`config.mk`:
```
export PLATFORM = sky130hd
export DESIGN_NAME = reloadable_down_timer
export DESIGN_NICKNAME = d
export VERILOG_FILES = /design/src/design/down_timer_pkg.sv /design/src/design/reloadable_down_timer.sv
export SDC_FILE = /design/constraint.sdc
export NUM_CORES = 1
export LEC_CHECK = 0
export ABC_AREA = 1
export BUFFER_PORTS_ARGS = -buffer_cell sky130_fd_sc_hd__buf_2
export CAP_MARGIN = 30
export CORE_MARGIN = 3
export CORE_UTILIZATION = 50
export CTS_CLUSTER_SIZE = 14
export DETAILED_ROUTE_END_ITERATION = 10
export PLACE_DENSITY = 0.76
export SLEW_MARGIN = 40
export SYNTH_ARGS = -nofsm -noshare
export SYNTH_HDL_FRONTEND = slang
export SYNTH_SLANG_ARGS = --single-unit
```
`constraint.sdc`:
```
create_clock -name ref_clk -period 2.6 [get_ports ref_clk]
set_clock_uncertainty 0.1 [all_clocks]
set_input_delay 0.13 -clock ref_clk [delete_from_list [all_inputs] [get_ports ref_clk]]
set_output_delay 0.13 -clock ref_clk [all_outputs]
set_load 0.01 [all_outputs]
```
`src/design/down_timer_pkg.sv`:
```
// constants, field layout and carrier types of the reloadable down timer
package down_timer_pkg;
   // clock and noise rejector timing
   localparam int CLK_HZ        = 100_000_000;
   localparam int NR_SAMPLE_HZ  = 256;
   localparam int NR_TICK_HZ    = NR_SAMPLE_HZ * 4;
   localparam int NR_TICK_CYC   = CLK_HZ / NR_TICK_HZ;
   localparam int REJECT_US     = 2000;
   localparam int ACCEPT_US     = 6000;
   localparam int NR_STABLE     =
      (((REJECT_US + ACCEPT_US) / 2) * NR_TICK_HZ) / 1_000_000;

   // register indices, byte address is four times the index
   localparam logic [7:0] IDX_IRQ_FLAG = 8'hc0;
   localparam logic [7:0] IDX_IRQ_MASK = 8'hc8;
   localparam logic [7:0] IDX_CONTROL  = 8'he9;
   localparam logic [7:0] IDX_CLK_SEL  = 8'hea;
   localparam logic [7:0] IDX_CNT_LO   = 8'heb;
   localparam logic [7:0] IDX_CNT_HI   = 8'hec;
   localparam logic [7:0] IDX_RLD_LO   = 8'hed;
   localparam logic [7:0] IDX_RLD_HI   = 8'hee;

   // field positions
   localparam int CTL_STROBE_BIT = 0;
   localparam int CTL_RUN_BIT    = 1;
   localparam int CTL_OUTSEL_BIT = 3;
   localparam int SEL_SRC_LSB    = 0;
   localparam int SEL_DIV_LSB    = 2;
   localparam int MSK_TIMER_BIT  = 0;
   localparam int MSK_SERIAL_BIT = 1;
   localparam int MSK_CONV_BIT   = 2;

   // reset values
   localparam logic [3:0] CLK_SEL_RST = 4'h0;
   localparam logic [2:0] MASK_RST    = 3'h0;

   // counted clock sources
   typedef enum logic [1:0] {
      SRC_KEY_NR = 2'h0,
      SRC_KEY    = 2'h1,
      SRC_SLOW   = 2'h2,
      SRC_FAST   = 2'h3
   } src_t;

   // wishbone request and answer
   typedef struct packed {
      logic        cyc;
      logic        stb;
      logic        we;
      logic [9:0]  adr;
      logic [3:0]  sel;
      logic [31:0] dat;
   } wb_req_t;

   typedef struct packed {
      logic        ack;
      logic [31:0] dat;
   } wb_rsp_t;
endpackage

```
`src/design/reloadable_down_timer.sv`:
```
// reloadable 8-bit down timer with wishbone register slave
//
// The implementer's own choice: the Wishbone interface to the registers.
`timescale 1ns/1ns

// Behaviour
// - two-bit source field picks counted clock
// - pre-divider divides by 256, 32, 4, 1
// - key counts falling edge, oscillators rising
// - key noise rejector drops 2ms, keeps 6ms
// - reload from reload register at zero
// - reload strobe copies reload, reads zero
// - run bit enables, clear halts counting
// - strobe while running resumes, stopped holds
// - count readable as low and high nibble
// - flag set on reaching zero regardless mask
// - request only when timer mask bit set
// - flag clears after read, unused bits zero
// - overflow toggles together with reload
// - select bit routes overflow to pin
// - reload value written and read as nibbles
// - reset clears control, select and mask
// - reload zero gives 256 counts
// - pin frequency is input over twice reload
module reloadable_down_timer
   import down_timer_pkg::*;
#(
   parameter int NR_TICK_CYCLES = NR_TICK_CYC
) (
   // clock and reset
   input  wire logic    ref_clk,
   input  wire logic    srst,
   // register bus
   input  wire wb_req_t wb_req,
   output wb_rsp_t      wb_rsp,
   // count clock inputs
   input  wire logic    key_count_input,
   input  wire logic    slow_osc_clock,
   input  wire logic    fast_osc_clock,
   // output port static level
   input  wire logic    port_static_level,
   // outputs
   output logic         shared_output_pin,
   output logic         overflow_toggle,
   output logic         timer_irq_pending,
   output logic         timer_irq_req,
   output logic         serial_irq_enable,
   output logic         converter_irq_enable
);

   // decode of a register index from the byte address
   function automatic logic [7:0] reg_idx(input logic [9:0] adr);
      reg_idx = adr[9:2];
   endfunction

   // divider mask per pre-divider code
   function automatic logic [7:0] div_mask(input logic [1:0] code);
      case (code)
         2'h0:    div_mask = 8'hff;
         2'h1:    div_mask = 8'h1f;
         2'h2:    div_mask = 8'h03;
         default: div_mask = 8'h00;
      endcase
   endfunction

   logic [3:0]  clk_sel_q;
   logic        run_q;
   logic        out_sel_q;
   logic [2:0]  mask_q;
   logic [7:0]  reload_q;
   logic [7:0]  count_q;
   logic        toggle_q;
   logic        flag_q;
   logic        ack_q;
   logic [31:0] rdat_q;
   logic        irq_q;
   logic        pin_q;

   logic        req;
   logic        wr;
   logic        rd;
   logic [7:0]  idx;
   logic        strobe;
   logic        wrap;

   // bus decode: effects take place on the acknowledged edge
   assign req    = wb_req.cyc & wb_req.stb;
   assign idx    = reg_idx(wb_req.adr);
   assign wr     = req & ack_q & wb_req.we & wb_req.sel[0];
   assign rd     = req & ack_q & ~wb_req.we;
   assign strobe = wr & (idx == IDX_CONTROL)
                 & wb_req.dat[CTL_STROBE_BIT];

   // input synchronisers, first stage read only by second
   logic [2:0] sync1_q;
   logic [2:0] sync2_q;
   always_ff @(posedge ref_clk) begin
      sync1_q <= {fast_osc_clock, slow_osc_clock, key_count_input};
      sync2_q <= sync1_q;
   end

   // noise rejector tick at four times the sampling rate
   logic [16:0] nr_div_q;
   logic        nr_tick;
   assign nr_tick = (nr_div_q == 17'(NR_TICK_CYCLES - 1));
   always_ff @(posedge ref_clk) begin
      if (srst || nr_tick)
         nr_div_q <= 17'h0;
      else
         nr_div_q <= nr_div_q + 17'h1;
   end

   // key level accepted after one sampling period of stability
   logic [2:0] nr_cnt_q;
   logic       key_nr_q;
   always_ff @(posedge ref_clk) begin
      if (srst) begin
         nr_cnt_q <= 3'h0;
         key_nr_q <= 1'b1;
      end else if (sync2_q[0] == key_nr_q) begin
         nr_cnt_q <= 3'h0; // short pulse discarded
      end else if (nr_tick) begin
         if (nr_cnt_q == 3'(NR_STABLE - 1)) begin
            key_nr_q <= sync2_q[0];
            nr_cnt_q <= 3'h0;
         end else begin
            nr_cnt_q <= nr_cnt_q + 3'h1;
         end
      end
   end

   // source select and active edge detection
   logic src_lvl;
   logic src_prev_q;
   logic src_edge;
   always_comb begin
      case (src_t'(clk_sel_q[SEL_SRC_LSB +: 2]))
         SRC_KEY_NR: src_lvl = key_nr_q;
         SRC_KEY:    src_lvl = sync2_q[0];
         SRC_SLOW:   src_lvl = sync2_q[1];
         default:    src_lvl = sync2_q[2];
      endcase
   end
   always_ff @(posedge ref_clk) begin
      if (srst)
         src_prev_q <= 1'b1;
      else
         src_prev_q <= src_lvl;
   end
   // key sources count falling edges, oscillators rising
   assign src_edge = clk_sel_q[SEL_SRC_LSB + 1]
                   ? (src_lvl & ~src_prev_q)
                   : (~src_lvl & src_prev_q);

   // pre-divider
   logic [7:0] pre_q;
   logic       cnt_tick;
   logic [7:0] dmask;
   assign dmask    = div_mask(clk_sel_q[SEL_DIV_LSB +: 2]);
   assign cnt_tick = src_edge & ((pre_q & dmask) == dmask);
   always_ff @(posedge ref_clk) begin
      if (srst || strobe)
         pre_q <= 8'h0;
      else if (run_q && src_edge)
         pre_q <= pre_q + 8'h1;
   end

   // wrap happens as the count leaves one towards zero
   assign wrap = run_q & cnt_tick & ~strobe & (count_q == 8'h01);

   // down counter with automatic reload
   always_ff @(posedge ref_clk) begin
      if (strobe)
         count_q <= reload_q;
      else if (wrap)
         count_q <= reload_q;
      else if (run_q && cnt_tick)
         count_q <= count_q - 8'h1;
   end

   // overflow toggle, flips with every reload from wrap
   always_ff @(posedge ref_clk) begin
      if (srst)
         toggle_q <= 1'b0;
      else if (wrap)
         toggle_q <= ~toggle_q;
   end

   // interrupt factor flag, a new event wins over the read clear
   always_ff @(posedge ref_clk) begin
      if (srst)
         flag_q <= 1'b0;
      else if (wrap)
         flag_q <= 1'b1;
      else if (rd && idx == IDX_IRQ_FLAG)
         flag_q <= 1'b0;
   end

   // control and configuration registers
   always_ff @(posedge ref_clk) begin
      if (srst) begin
         run_q     <= 1'b0;
         out_sel_q <= 1'b0;
         clk_sel_q <= CLK_SEL_RST;
         mask_q    <= MASK_RST;
      end else if (wr) begin
         case (idx)
            IDX_CONTROL: begin
               run_q     <= wb_req.dat[CTL_RUN_BIT];
               out_sel_q <= wb_req.dat[CTL_OUTSEL_BIT];
            end
            IDX_CLK_SEL:  clk_sel_q <= wb_req.dat[3:0];
            IDX_IRQ_MASK: mask_q    <= wb_req.dat[2:0];
            default: ;
         endcase
      end
   end

   // reload register nibbles, left undefined by reset
   always_ff @(posedge ref_clk) begin
      if (wr && idx == IDX_RLD_LO)
         reload_q[3:0] <= wb_req.dat[3:0];
      if (wr && idx == IDX_RLD_HI)
         reload_q[7:4] <= wb_req.dat[3:0];
   end

   // read data, captured when the request arrives
   always_ff @(posedge ref_clk) begin
      if (srst) begin
         rdat_q <= 32'h0;
      end else if (req && !ack_q) begin
         case (idx)
            IDX_IRQ_FLAG: rdat_q <= {31'h0, flag_q};
            IDX_IRQ_MASK: rdat_q <= {29'h0, mask_q};
            IDX_CONTROL:  rdat_q <= {28'h0, out_sel_q, 1'b0,
                                     run_q, 1'b0};
            IDX_CLK_SEL:  rdat_q <= {28'h0, clk_sel_q};
            IDX_CNT_LO:   rdat_q <= {28'h0, count_q[3:0]};
            IDX_CNT_HI:   rdat_q <= {28'h0, count_q[7:4]};
            IDX_RLD_LO:   rdat_q <= {28'h0, reload_q[3:0]};
            IDX_RLD_HI:   rdat_q <= {28'h0, reload_q[7:4]};
            default:      rdat_q <= 32'h0;
         endcase
      end
   end

   // acknowledge one cycle after the request, every address
   always_ff @(posedge ref_clk) begin
      if (srst)
         ack_q <= 1'b0;
      else
         ack_q <= req & ~ack_q;
   end

   // registered interrupt request and pin drive
   always_ff @(posedge ref_clk) begin
      if (srst) begin
         irq_q <= 1'b0;
         pin_q <= 1'b0;
      end else begin
         irq_q <= flag_q & mask_q[MSK_TIMER_BIT];
         pin_q <= out_sel_q ? toggle_q : port_static_level;
      end
   end

   // outputs
   assign wb_rsp.ack           = ack_q;
   assign wb_rsp.dat           = rdat_q;
   assign shared_output_pin    = pin_q;
   assign overflow_toggle      = toggle_q;
   assign timer_irq_pending    = flag_q;
   assign timer_irq_req        = irq_q;
   assign serial_irq_enable    = mask_q[MSK_SERIAL_BIT];
   assign converter_irq_enable = mask_q[MSK_CONV_BIT];
endmodule

```
== Yosys cells after proc, flatten, opt, wreduce, memory -nomap -nowiden ==
Index checks and enable logic that the tools add are counted.
Cells by class
  add/sub/neg operators: 4
  equal/unequal tests: 17
  multiplexer cells: 11
  bitwise gates (word level): 23
  reductions and logical operators: 18
Operators by type and width (count)
  8-bit == test, second input constant: 8
  4-bit one-hot mux with 8 select lines: 1
  8-bit two-way mux: 3
  8-bit one-hot mux with 3 select lines: 1
  17-bit by 1-bit adder with 17-bit output, second input constant: 1
  17-bit == test, second input constant: 1
  1-bit bitwise AND: 15
  8-bit by 1-bit adder with 8-bit output, second input constant: 1
  8-bit bitwise AND: 1
  8-bit by 1-bit == test with 1-bit output, second input constant: 1
  8-bit == test: 1
  8-bit by 1-bit subtractor with 8-bit output, second input constant: 1
  1-bit inverter: 7
  1-bit logical AND: 6
  2-bit AND reduction: 3
  2-bit by 1-bit == test with 1-bit output, second input constant: 2
  2-bit == test, second input constant: 2
  2-bit zero test: 2
  1-bit two-way mux: 4
  3-bit by 1-bit adder with 3-bit output, second input constant: 1
  3-bit by 2-bit == test with 1-bit output, second input constant: 1
  3-bit two-way mux: 1
  1-bit one-hot mux with 3 select lines: 1
  3-bit AND reduction: 1
  6 further kinds: 7
Word-level totals
  register bits after elaboration: 98
  input port bits: 55
  output and inout port bits: 39
  logic and storage cells: 93

== Logic depth before layout (Yosys ltp) ==
Gate-level depths: netlist of run 1.
  depth after elaboration: 11
  depth in mapped cells: 11

== Least setup slack after synthesis of run 1 ==
Ideal clock, no wire load.
  path type: reg-to-reg
  from: reg ack_q
  to: reg count_q[0], enable pin
  arrival time: 1.293 ns
  data required time: 2.171 ns
  setup slack: 0.878 ns
  cell stages (with the launch flop): 8
  buffers on the path: 1
  period minus slack after synthesis: 1.722 ns
  path through: dfxtp_1 nand3_1 nor2_2 nand3_2 nor2_2 inv_1 buf_2 nand2_1
On the way
  longest elaborated chain between the ends: 9
Ends and longest elaborated chain
  start, declared: RTL line reloadable_down_timer.sv:74  | logic ack_q;
  start signal, assigned: RTL line reloadable_down_timer.sv:252  | ack_q <= req & ~ack_q;
  1-bit bitwise AND * (3 in a row): RTL line reloadable_down_timer.sv:89  | assign wr = req & ack_q & wb_req.we & wb_req.sel[0];
  1-bit bitwise AND *: RTL line reloadable_down_timer.sv:91  | assign strobe = wr & (idx == IDX_CONTROL)
  1-bit bitwise AND *: RTL line reloadable_down_timer.sv:92  | & wb_req.dat[CTL_STROBE_BIT];
  1-bit inverter: RTL line reloadable_down_timer.sv:169  | assign wrap = run_q & cnt_tick & ~strobe & (count_q == 8'h01);
  1-bit bitwise AND (2 in a row): RTL line reloadable_down_timer.sv:169
  3-bit nonzero test (no source line) *
  end signal, assigned: RTL line reloadable_down_timer.sv:174  | count_q <= reload_q;
  end signal, assigned: RTL line reloadable_down_timer.sv:176  | count_q <= reload_q;
  end signal, assigned: RTL line reloadable_down_timer.sv:178  | count_q <= count_q - 8'h1;
  end, declared: RTL line reloadable_down_timer.sv:71  | logic [7:0] count_q;
Every way passes the cells marked *; elsewhere a longest branch is shown, timed or not.
A chain may end at the register's enable or synchronous reset.

== Worst setup path after layout of run 1 ==
  from: in wb_req[46] in the netlist's numbering
  to: reg count_q[6], enable pin
On the way
  longest elaborated chain between the ends: 8
Ends and longest elaborated chain
  start, declared: RTL line reloadable_down_timer.sv:34  | input wire wb_req_t wb_req,
  1-bit bitwise AND * (2 in a row): RTL line reloadable_down_timer.sv:89
  1-bit bitwise AND *: RTL line reloadable_down_timer.sv:91
  1-bit bitwise AND *: RTL line reloadable_down_timer.sv:92
  1-bit inverter: RTL line reloadable_down_timer.sv:169
  1-bit bitwise AND (2 in a row): RTL line reloadable_down_timer.sv:169
  3-bit nonzero test (no source line) *
Marks and branches as above.

==> results of run 1 <==
-- synth_stat cells --
cell type / instances
inv_1: 48
buf_2: 4
nor3_1: 5
nand2_1: 119
nor3b_1: 2
nand2_2: 3
nand3b_1: 1
nand3_4: 1
nor2_2: 2
nand3_1: 34
o21bai_1: 1
xnor2_1: 8
or2_2: 4
edfxtp_1: 16
clkbuf_1: 2
a211oi_1: 1
a21o_1: 1
nor3_2: 1
inv_2: 1
xor2_1: 7
a21oi_4: 1
conb_1: 1
buf_4: 29
clkinv_1: 1
or2_0: 1
a21oi_1: 27
o21ai_0: 17
o21ai_1: 2
nand3_2: 3
and2_1: 1
o31ai_1: 2
nand2_4: 1
dfxtp_1: 54
nand4_1: 13
a31oi_1: 2
ha_1: 5
nor2_1: 62
-- sequential cells by signal (all words and copies together) (netlist names) --
register	flops
overflow_toggle	1
nr_div_q	17
timer_irq_pending	1
src_prev_q	1
count_q	8
reload_q	8
sync1_q	3
run_q	1
out_sel_q	1
key_nr_q	1
clk_sel_q	4
shared_output_pin	1
rdat_q	4
sync2_q	3
nr_cnt_q	3
mask_q	3
ack_q	1
timer_irq_req	1
pre_q	8
-- routing by layer --
layer,track usage (%),vias to the layer above,part of all wire [%]
met2,31.38,99,47
li1,-,1599,-
met1,22.39,1350,45
met4,7.663,0,1.5
met3,5.583,12,6.7
met5,0,-,0
-- final timing paths --
check,cells after the start,end,slack (ns)
max,8,count_q[6]$_DFFE_PP_,0.53
min reg2reg,0,sync2_q[1]$_DFF_P_,0.23
min,5,rdat_q[3]$_SDFFE_PP0P_,0.08
max reg2reg,6,count_q[6]$_DFFE_PP_,0.56
-- cell families (layout without fill, tap and decap cells) --
logic type / after synthesis / count (layout)
DFF: 70 / 70
and+or+nand+nor: 253 / 253
buffers and inverters: 85 / 111
adders and majority gates: 5 / 5
xor gates and xnor gates: 15 / 15
AOI/OAI and AO/OA: 54 / 54
other: 1 / 28
-- per-stage QoR --
stage	setup WS [ns]	std cells	power, µW	hold slack (ns)
2_1_floorplan	0.8780	510	1238	0.05772
3_3_place_gp	0.6410	606	1239	0.1331
3_5_place_dp	0.5655	606	1241	0.1340
4_1_cts	0.5701	632	2159	0.07324
5_1_grt	0.3810	632	2227	0.1196
6_report	0.5347	632	2135	0.08409
-- power breakdown --
part / internal, µW / leakage, µW / total [µW] / switching [µW]
Clock: 504 / 0.000102 / 906 / 402
Combinational: 36.7 / 0.00107 / 107 / 69.9
Sequential: 1120 / 0.000582 / 1120 / 4.81
Total: 1660 / 0.00175 / 2140 / 476
-- cell usage in the layout (no fill, tap or decap), drive strengths merged --
master,instances
edfxtp,16
clkinvlp,1
xnor2,8
o31ai,2
a21o,1
and2,1
or2,5
o21ai,19
a211oi,1
xor2,7
clkinv,2
dlygate4sd3,10
nand4,13
nor2,64
dfxtp,54
conb,28
nor3b,2
a21oi,28
nand3,38
nor3,6
nand2,123
clkbuf,12
buf,35
o21bai,1
ha,5
nand3b,1
a31oi,2
bufinv,1
inv,50
-- final cells by class --
type / count / area share, %
repair buffers: 45 / 6.943
clock inverters: 4 / 1.290
flip-flops and latches: 70 / 38.34
multi-input cells: 355 / 42.03
inverters: 50 / 4.608
clock buffers: 12 / 3.840
well taps: 96 / 2.949
-- worst max-delay path, cell delays in order --
cell and delay (ns):
dlygate4sd3_1 0.52, buf_2 0.11, nand2_1 0.05, nor2_2 0.23, nand3_2 0.20, nor2_2 0.14, inv_1 0.21, nand2_1 0.37
==> out/metrics.csv, run 1 <==
metric,value,unit
drt pass-1 iters,7,
max cap viols,0,
max-slew violation count,0,
Final Hold Fails,0,
GRT Total Usage,18.73,%
Hold Startpoint,wb_req[47],
ANT cells,0,
IO Count,94,
largest net degree at the start of global routing,22,
Initial Util,52.19,%
status,"finished, final reports clean",
area grow syn2layout,12.98,%
first-pass GRT wire length,12420,µm
adder-cell share of the synthesized area,1.736,%
Final Critical Period,2.065,ns
setup TNS,0,ns
synthesized area per cell,7.463,µm²
Synth area leaders,"dfxtp_1, edfxtp_1, nand2_1",
vias in the first global route,2813,
Residual DRC,0,
Tcrit/Tclk final,79.43,%
WL/cell,11.73,µm
H-tree Lvls,3,
Initial DRC Count,226,
area post-placement,3764,µm²
worst vdd ir,0.0004925,V
setup violators final,0,
final core utilization,58.97,%
core area,6907,µm²
leakage power,0.001753,µW
fraction of synthesized area in multiplexers,0,%
Critical R2R Launch,ack_q$_SDFF_PP0_,
Routed WL,7412,µm
"Distinct cells, synth",37,
Filler cells,647,
Setup crit end kind,flip-flop,
total die area,8265,µm²
design area,4073,µm²
crit path launch,wb_req[46],
via count,3060,
Final #Nets,591,
xor/xnor share of the synthesized area,3.645,%
DIE WIDTH,90.91,µm
layout cells sized above 1,12.31,%
RSZ-0062 raised after global routing,false,
largest family of logic cells by synthesized area,simple AND/OR/NAND/NOR gates,
WP data required,2.51,ns
Synth Area in Compound Gates,8.226,%
clk root buf,clkbuf_8,
Synth Area in Simple Gates,30.96,%
area of the multi-input gates,1712,µm²
Via density,4.842,
TritonCTS buffer count,9,
hold_buf cts,10,
Pwr Density,524.3,nW/µm²
WP data arrival,1.98,ns
Antenna Nets Post-Route,0,
port bufs,32,
register area share after synthesis,43.32,%
Post-Synthesis Cells,483,
cell row count,30,
Startpoint Class,input port,
Slew headroom,66.95,%
maximum clock path buffer count,2,
Yosys reg bits,70,
Worst-path clk slew,0.07,ns
DP HPWL,5438,µm
CTS tree,built,
register area,1562,µm²
TritonCTS Sinks,70,
fmax,484.2,MHz
Mapped Area,3605,µm²
Setup Buffers After CTS,0,
gpl congestion,0.8258,
critical path type,in2reg,
min-delay worst type,in2reg,
Yosys top cell by area,dfxtp_1,
worst skew pair latency,0.35,ns
top-area cell type share of the netlist area,29.99,%
grt ovf,0,
Yosys warning count,0,
post-cts resize count,0,
die height,90.91,µm
initial antenna violation count,0,
crit path max fanout,11,
worst slew pin tran,0.4920,ns
(Power assumes the default switching activity.)
==> run 2: changes to the inputs <==
--- a/config.mk
+++ b/config.mk
@@ -9,7 +9,7 @@
 export BUFFER_PORTS_ARGS = -buffer_cell sky130_fd_sc_hd__buf_2
 export CAP_MARGIN = 30
 export CORE_MARGIN = 3
-export CORE_UTILIZATION = 50
+export CORE_UTILIZATION = 48
 export CTS_CLUSTER_SIZE = 14
 export DETAILED_ROUTE_END_ITERATION = 10
 export PLACE_DENSITY = 0.76
==> constraint.sdc (replaced) <==
create_clock -name ref_clk -period 1.8 [get_ports ref_clk]
set_clock_uncertainty 0.1 [all_clocks]
set_input_delay 0.09 -clock ref_clk [delete_from_list [all_inputs] [get_ports ref_clk]]
set_output_delay 0.09 -clock ref_clk [all_outputs]
set_load 0.01 [all_outputs]
==> out/metrics.csv, run 2 (synthesis gave the netlist of run 1 again) <==
metric,value,unit
status,"finished, final reports clean",
TritonCTS Sinks,70,
Worst-path clk slew,0.07,ns
max cap viols,0,
DIE WIDTH,92.66,µm
Hold Startpoint,wb_req[47],
"Buf+Inv Stages, Crit Path",1,
Setup crit end kind,flip-flop,
grt ovf,0,
hold path depth,5,
vias in the first global route,2920,
min-delay worst type,in2reg,
Tcrit/Tclk final,94.47,%
R2R setup slack,0.1,ns
post-route insts no fill,648,
hold slack,0.04424,ns
via count,3131,
max-slew violation count,0,
GRT Total Usage,18.22,%
"commonest non-fill, non-tap cell in the layout",nand2_1,
maximum clock path buffer count,2,
Residual DRC,0,
CP Depth,7,
area post-placement,3889,µm²
worst vdd ir,0.0005467,V
cell row count,30,
initial antenna violation count,0,
most frequent cells in the layout,"nand2_1, nor2_1, dfxtp_1, inv_1, nand3_1",
Placed Instances,621,
layout cells sized above 1,15.76,%
worst skew pair latency,0.34,ns
WL/cell,11.54,µm
IO Count,94,
first-pass GRT wire length,12460,µm
RSZ-0062 raised after global routing,false,
Initial DRC Count,182,
Crit-path slowest cell,edfxtp_1,
WP data required,1.80,ns
register area,1562,µm²
total die area,8586,µm²
Final #Nets,608,
Pwr Density,712.6,nW/µm²
ANT cells,0,
Critical R2R Launch,count_q[1]$_DFFE_PP_,
H-tree Lvls,3,
core area,7019,µm²
Startpoint Class,flip-flop,
critical path type,reg2reg,
leakage power,0.001834,µW
area of the multi-input gates,1747,µm²
cell mode on critical path,nand3_2,
fmax,588.0,MHz
die height,92.66,µm
port bufs,32,
largest net degree at the start of global routing,16,
largest reg by FF count,nr_div_q,
Routed WL,7480,µm
Filler cells,649,
gpl congestion,0.8860,
"delay-heaviest family, CP",simple AND/OR/NAND/NOR gates,
Antenna Nets Post-Route,0,
TritonCTS buffer count,9,
DP HPWL,5656,µm
setup TNS,0,ns
CTS tree,built,
reg2reg end,count_q[0]$_DFFE_PP_,
R2R cell count,7,
drt pass-1 iters,4,
worst hold path endpoint,rdat_q[2]$_SDFFE_PP0P_,
Final Critical Period,1.701,ns
setup violators final,0,
Initial Util,51.35,%
area grow syn2layout,17.18,%
final core utilization,60.18,%
design area,4224,µm²
max reg flops,17,
crit-path cells,inv_1 -> ha_1 -> nand3_2 -> nor2_4 -> nand3_2 -> nand3_1 -> nand2_1,
Via density,4.832,
"slowest stage delay, CP",0.44,ns
Final Hold Fails,0,
WP data arrival,1.70,ns
crit path max fanout,5,
clk root buf,clkbuf_8,
## run 2: metal layers
metal / global-route usage, % / vias to the layer above / share of wire (%) / routed length (µm)
met2: 34.14 / 79 / 52 / 3926
met5: 0 / - / 0 / 0
met4: 6.227 / 0 / 1.6 / 123
met1: 18.82 / 1406 / 40 / 3024
li1: - / 1632 / - / -
met3: 6.174 / 14 / 5.4 / 406
## run 2: worst max path at each step
stage                               startpoint                    to  slack (ns)
final                     count_q[1]$_DFFE_PP_  count_q[0]$_DFFE_PP_         0.1
after CTS                 count_q[2]$_DFFE_PP_  count_q[6]$_DFFE_PP_        0.01
after floorplan               ack_q$_SDFF_PP0_  count_q[0]$_DFFE_PP_        0.08
after detailed placement  count_q[5]$_DFFE_PP_  count_q[6]$_DFFE_PP_       -0.01
after global placement    count_q[2]$_DFFE_PP_  count_q[5]$_DFFE_PP_        0.05
after global routing          ack_q$_SDFF_PP0_  count_q[2]$_DFFE_PP_        0.02
## run 2: tightest hold or removal path, stage by stage
cell,delay (ns)
buf_2,0.10
nand2_1,0.05
nor2_1,0.07
nand2_1,0.07
a21oi_1,0.05
## run 2: layout make-up
type | count | area share, %
clock buffers | 14 | 3.851
clock inverters | 1 | 0.7109
inverters | 50 | 4.443
multi-input cells | 356 | 41.35
flip-flops and latches | 70 | 36.97
well taps | 96 | 2.844
repair buffers | 61 | 9.834
## run 2: repair_timing
item,CTS,global route
gates cloned,0,1
setup endpoints to repair,7,17
hold buffers,10,0
gates resized for setup,1,6
pin swaps,0,2
hold endpoints to repair,20,0
setup buffers,0,1
## run 2: where the power goes
group,internal (µW),total (µW),switching (µW),leakage [µW]
sequential,1620,1620,7.39,0.000582
combinational,54.7,155,101,0.00116
clock,710,1230,521,0.0000968
## run 2: per-stage QoR
stage / setup slack (ns) / power (µW)
floorplan: 0.07804 / 1788
global placement: 0.04749 / 1792
detailed placement: -0.01273 / 1795
CTS: 0.01093 / 3055
global route: 0.01702 / 3142
finish: 0.09946 / 3010
==> run 3: changes to the inputs <==
--- a/config.mk
+++ b/config.mk
@@ -8,11 +8,10 @@
 export ABC_AREA = 1
 export BUFFER_PORTS_ARGS = -buffer_cell sky130_fd_sc_hd__buf_2
 export CAP_MARGIN = 30
-export CORE_MARGIN = 3
-export CORE_UTILIZATION = 48
+export CORE_UTILIZATION = 40
 export CTS_CLUSTER_SIZE = 14
 export DETAILED_ROUTE_END_ITERATION = 10
-export PLACE_DENSITY = 0.76
+export PLACE_DENSITY = 0.66
 export SLEW_MARGIN = 40
 export SYNTH_ARGS = -nofsm -noshare
 export SYNTH_HDL_FRONTEND = slang
==> out/metrics.csv, run 3 (synthesis gave the netlist of run 1 again) <==
metric,value,unit
status,"finished, final reports clean",
hold path depth,5,
worst vdd ir,0.0003607,V
wire length on met3,294,µm
setup violators final,0,
Comb power frac,5.2,%
layout cells sized above 1,17.03,%
TritonCTS buffer count,9,
Initial DRC Count,112,
pre-CTS setup slack,0.03264,ns
cell row count,34,
drt pass-1 iters,4,
max reg flops,17,
min-delay worst type,in2reg,
H-tree Lvls,3,
Residual DRC,0,
grt ovf,0,
Routed WL,7324,µm
total die area,9395,µm²
crit path max fanout,10,
max-slew violation count,0,
hold slack,0.03820,ns
ANT cells,0,
register area,1563,µm²
fmax,599.1,MHz
leakage power,0.001829,µW
"commonest non-fill, non-tap cell in the layout",nand2_1,
Crit-path slowest cell,edfxtp_1,
Internal Power,2217,µW
TritonCTS Sinks,70,
area of the multi-input gates,1740,µm²
initial antenna violation count,0,
core area,8721,µm²
Reg power frac,54.8,%
first-pass GRT wire length,12630,µm
Final Hold Fails,0,
largest reg by FF count,nr_div_q,
maximum clock path buffer count,2,
IO Count,94,
WP data required,1.81,ns
area grow syn2layout,17.15,%
critical path type,reg2reg,
via count,3088,
Max Used Layer,met4,
port bufs,32,
P_sw,742.9,µW
Filler cells,892,
max cap viols,0,
Overall Power,2960,µW
Startpoint Class,flip-flop,
vias in the first global route,2833,
Final Critical Period,1.669,ns
Routed met1 length,3314,µm
Final #Nets,607,
clk root buf,clkbuf_8,
WL/cell,11.10,µm
R2R cell count,7,
Antenna Nets Post-Route,0,
WP data arrival,1.68,ns
Initial Util,41.33,%
Setup crit end kind,flip-flop,
switching share of total power,25.10,%
Worst-path clk slew,0.08,ns
CTS tree,built,
worst setup margin,0.1308,ns
DP HPWL,5620,µm
GRT Total Usage,16.62,%
die height,96.93,µm
worst skew pair latency,0.35,ns
crit-path cells,inv_1 -> ha_1 -> nand3_2 -> nor2_2 -> nand3_4 -> nand3_1 -> nand2_1,
Pwr Density,700.9,nW/µm²
metal2 WL,3606,µm
gpl congestion,0.8296,
most frequent cells in the layout,"nand2_1, nor2_1, dfxtp_1, inv_1, nand3_1",
Placed Instances,633,
Tcrit/Tclk final,92.73,%
largest net degree at the start of global routing,22,
DIE WIDTH,96.93,µm
post-route insts no fill,660,
"slowest stage delay, CP",0.43,ns
Via density,4.679,
Clock Power Share,39.9,%
## run 3: cell types whose count changed in the layout (fill, tap and decap cells not counted), moves of 2 or more
| cell | change |
|---|---|
| clkinv_2 | +2 |
| inv_6 | +3 |
| clkbuf_1 | -3 |
| nand2_1 | -2 |
| nand2_2 | +2 |
## run 3: power by group through the flow
stage | clock (µW) | sequential (µW) | combinational (µW)
after floorplan | 0 | 1660 | 130
after global placement | 0 | 1660 | 134
after detailed placement | 0 | 1660 | 136
after CTS | 1220 | 1620 | 154
after global routing | 1280 | 1630 | 175
final | 1180 | 1620 | 155
## run 3: area by class of cell
class / instances / share of cell area (%)
clock buffer: 10 / 3.259
clock inverter: 6 / 1.037
inverter: 50 / 4.444
multi-input combinational: 355 / 41.21
sequential: 70 / 37.01
tap: 108 / 3.200
timing repair buffer: 61 / 9.837
## run 3: worst max-delay path, delay by kind of cell (launching register included)
kind	cells	cell delay (ns)
buf+inv	1	0.12
simple gates	5	0.59
fa+ha+maj	1	0.18
flops	1	0.43
## run 3: through the flow
| stage | cell area [µm²] | util (%) | TNS, ns |
|---|---|---|---|
| 4_1_cts | 4185 | 47.99 | 0 |
| 6_report | 4223 | 48.42 | 0 |
| 2_1_floorplan | 3706 | - | 0 |
| 3_3_place_gp | 3904 | 44.76 | 0 |
| 5_1_grt | 4223 | 48.42 | -0.02458 |
| 3_5_place_dp | 3904 | 44.76 | 0 |
## run 3: repair_timing
item                                    4_1_cts  5_1_grt
endpoints found under the setup margin        0       20
hold buffers                                 10        0
setup buffers                                 0        1
resized for setup                             0       10
endpoints found under the hold margin        22        0
## run 3: final timing paths
| path | startpoint | end | slack (ns) |
|---|---|---|---|
| setup / recovery | count_q[1]$_DFFE_PP_ | count_q[7]$_DFFE_PP_ | 0.13 |
| hold / removal | wb_req[47] | rdat_q[3]$_SDFFE_PP0P_ | 0.04 |
| setup reg to reg | count_q[1]$_DFFE_PP_ | count_q[7]$_DFFE_PP_ | 0.13 |
| hold reg to reg | sync1_q[2]$_DFF_P_ | sync2_q[2]$_DFF_P_ | 0.24 |
## run 3: metal layers
layer  vias to the layer above  global-route usage (%)
li1                       1631                       -
met1                      1390                   20.47
met2                        58                   28.11
met3                         9                   4.046
met4                         0                   5.970
met5                         -                       0
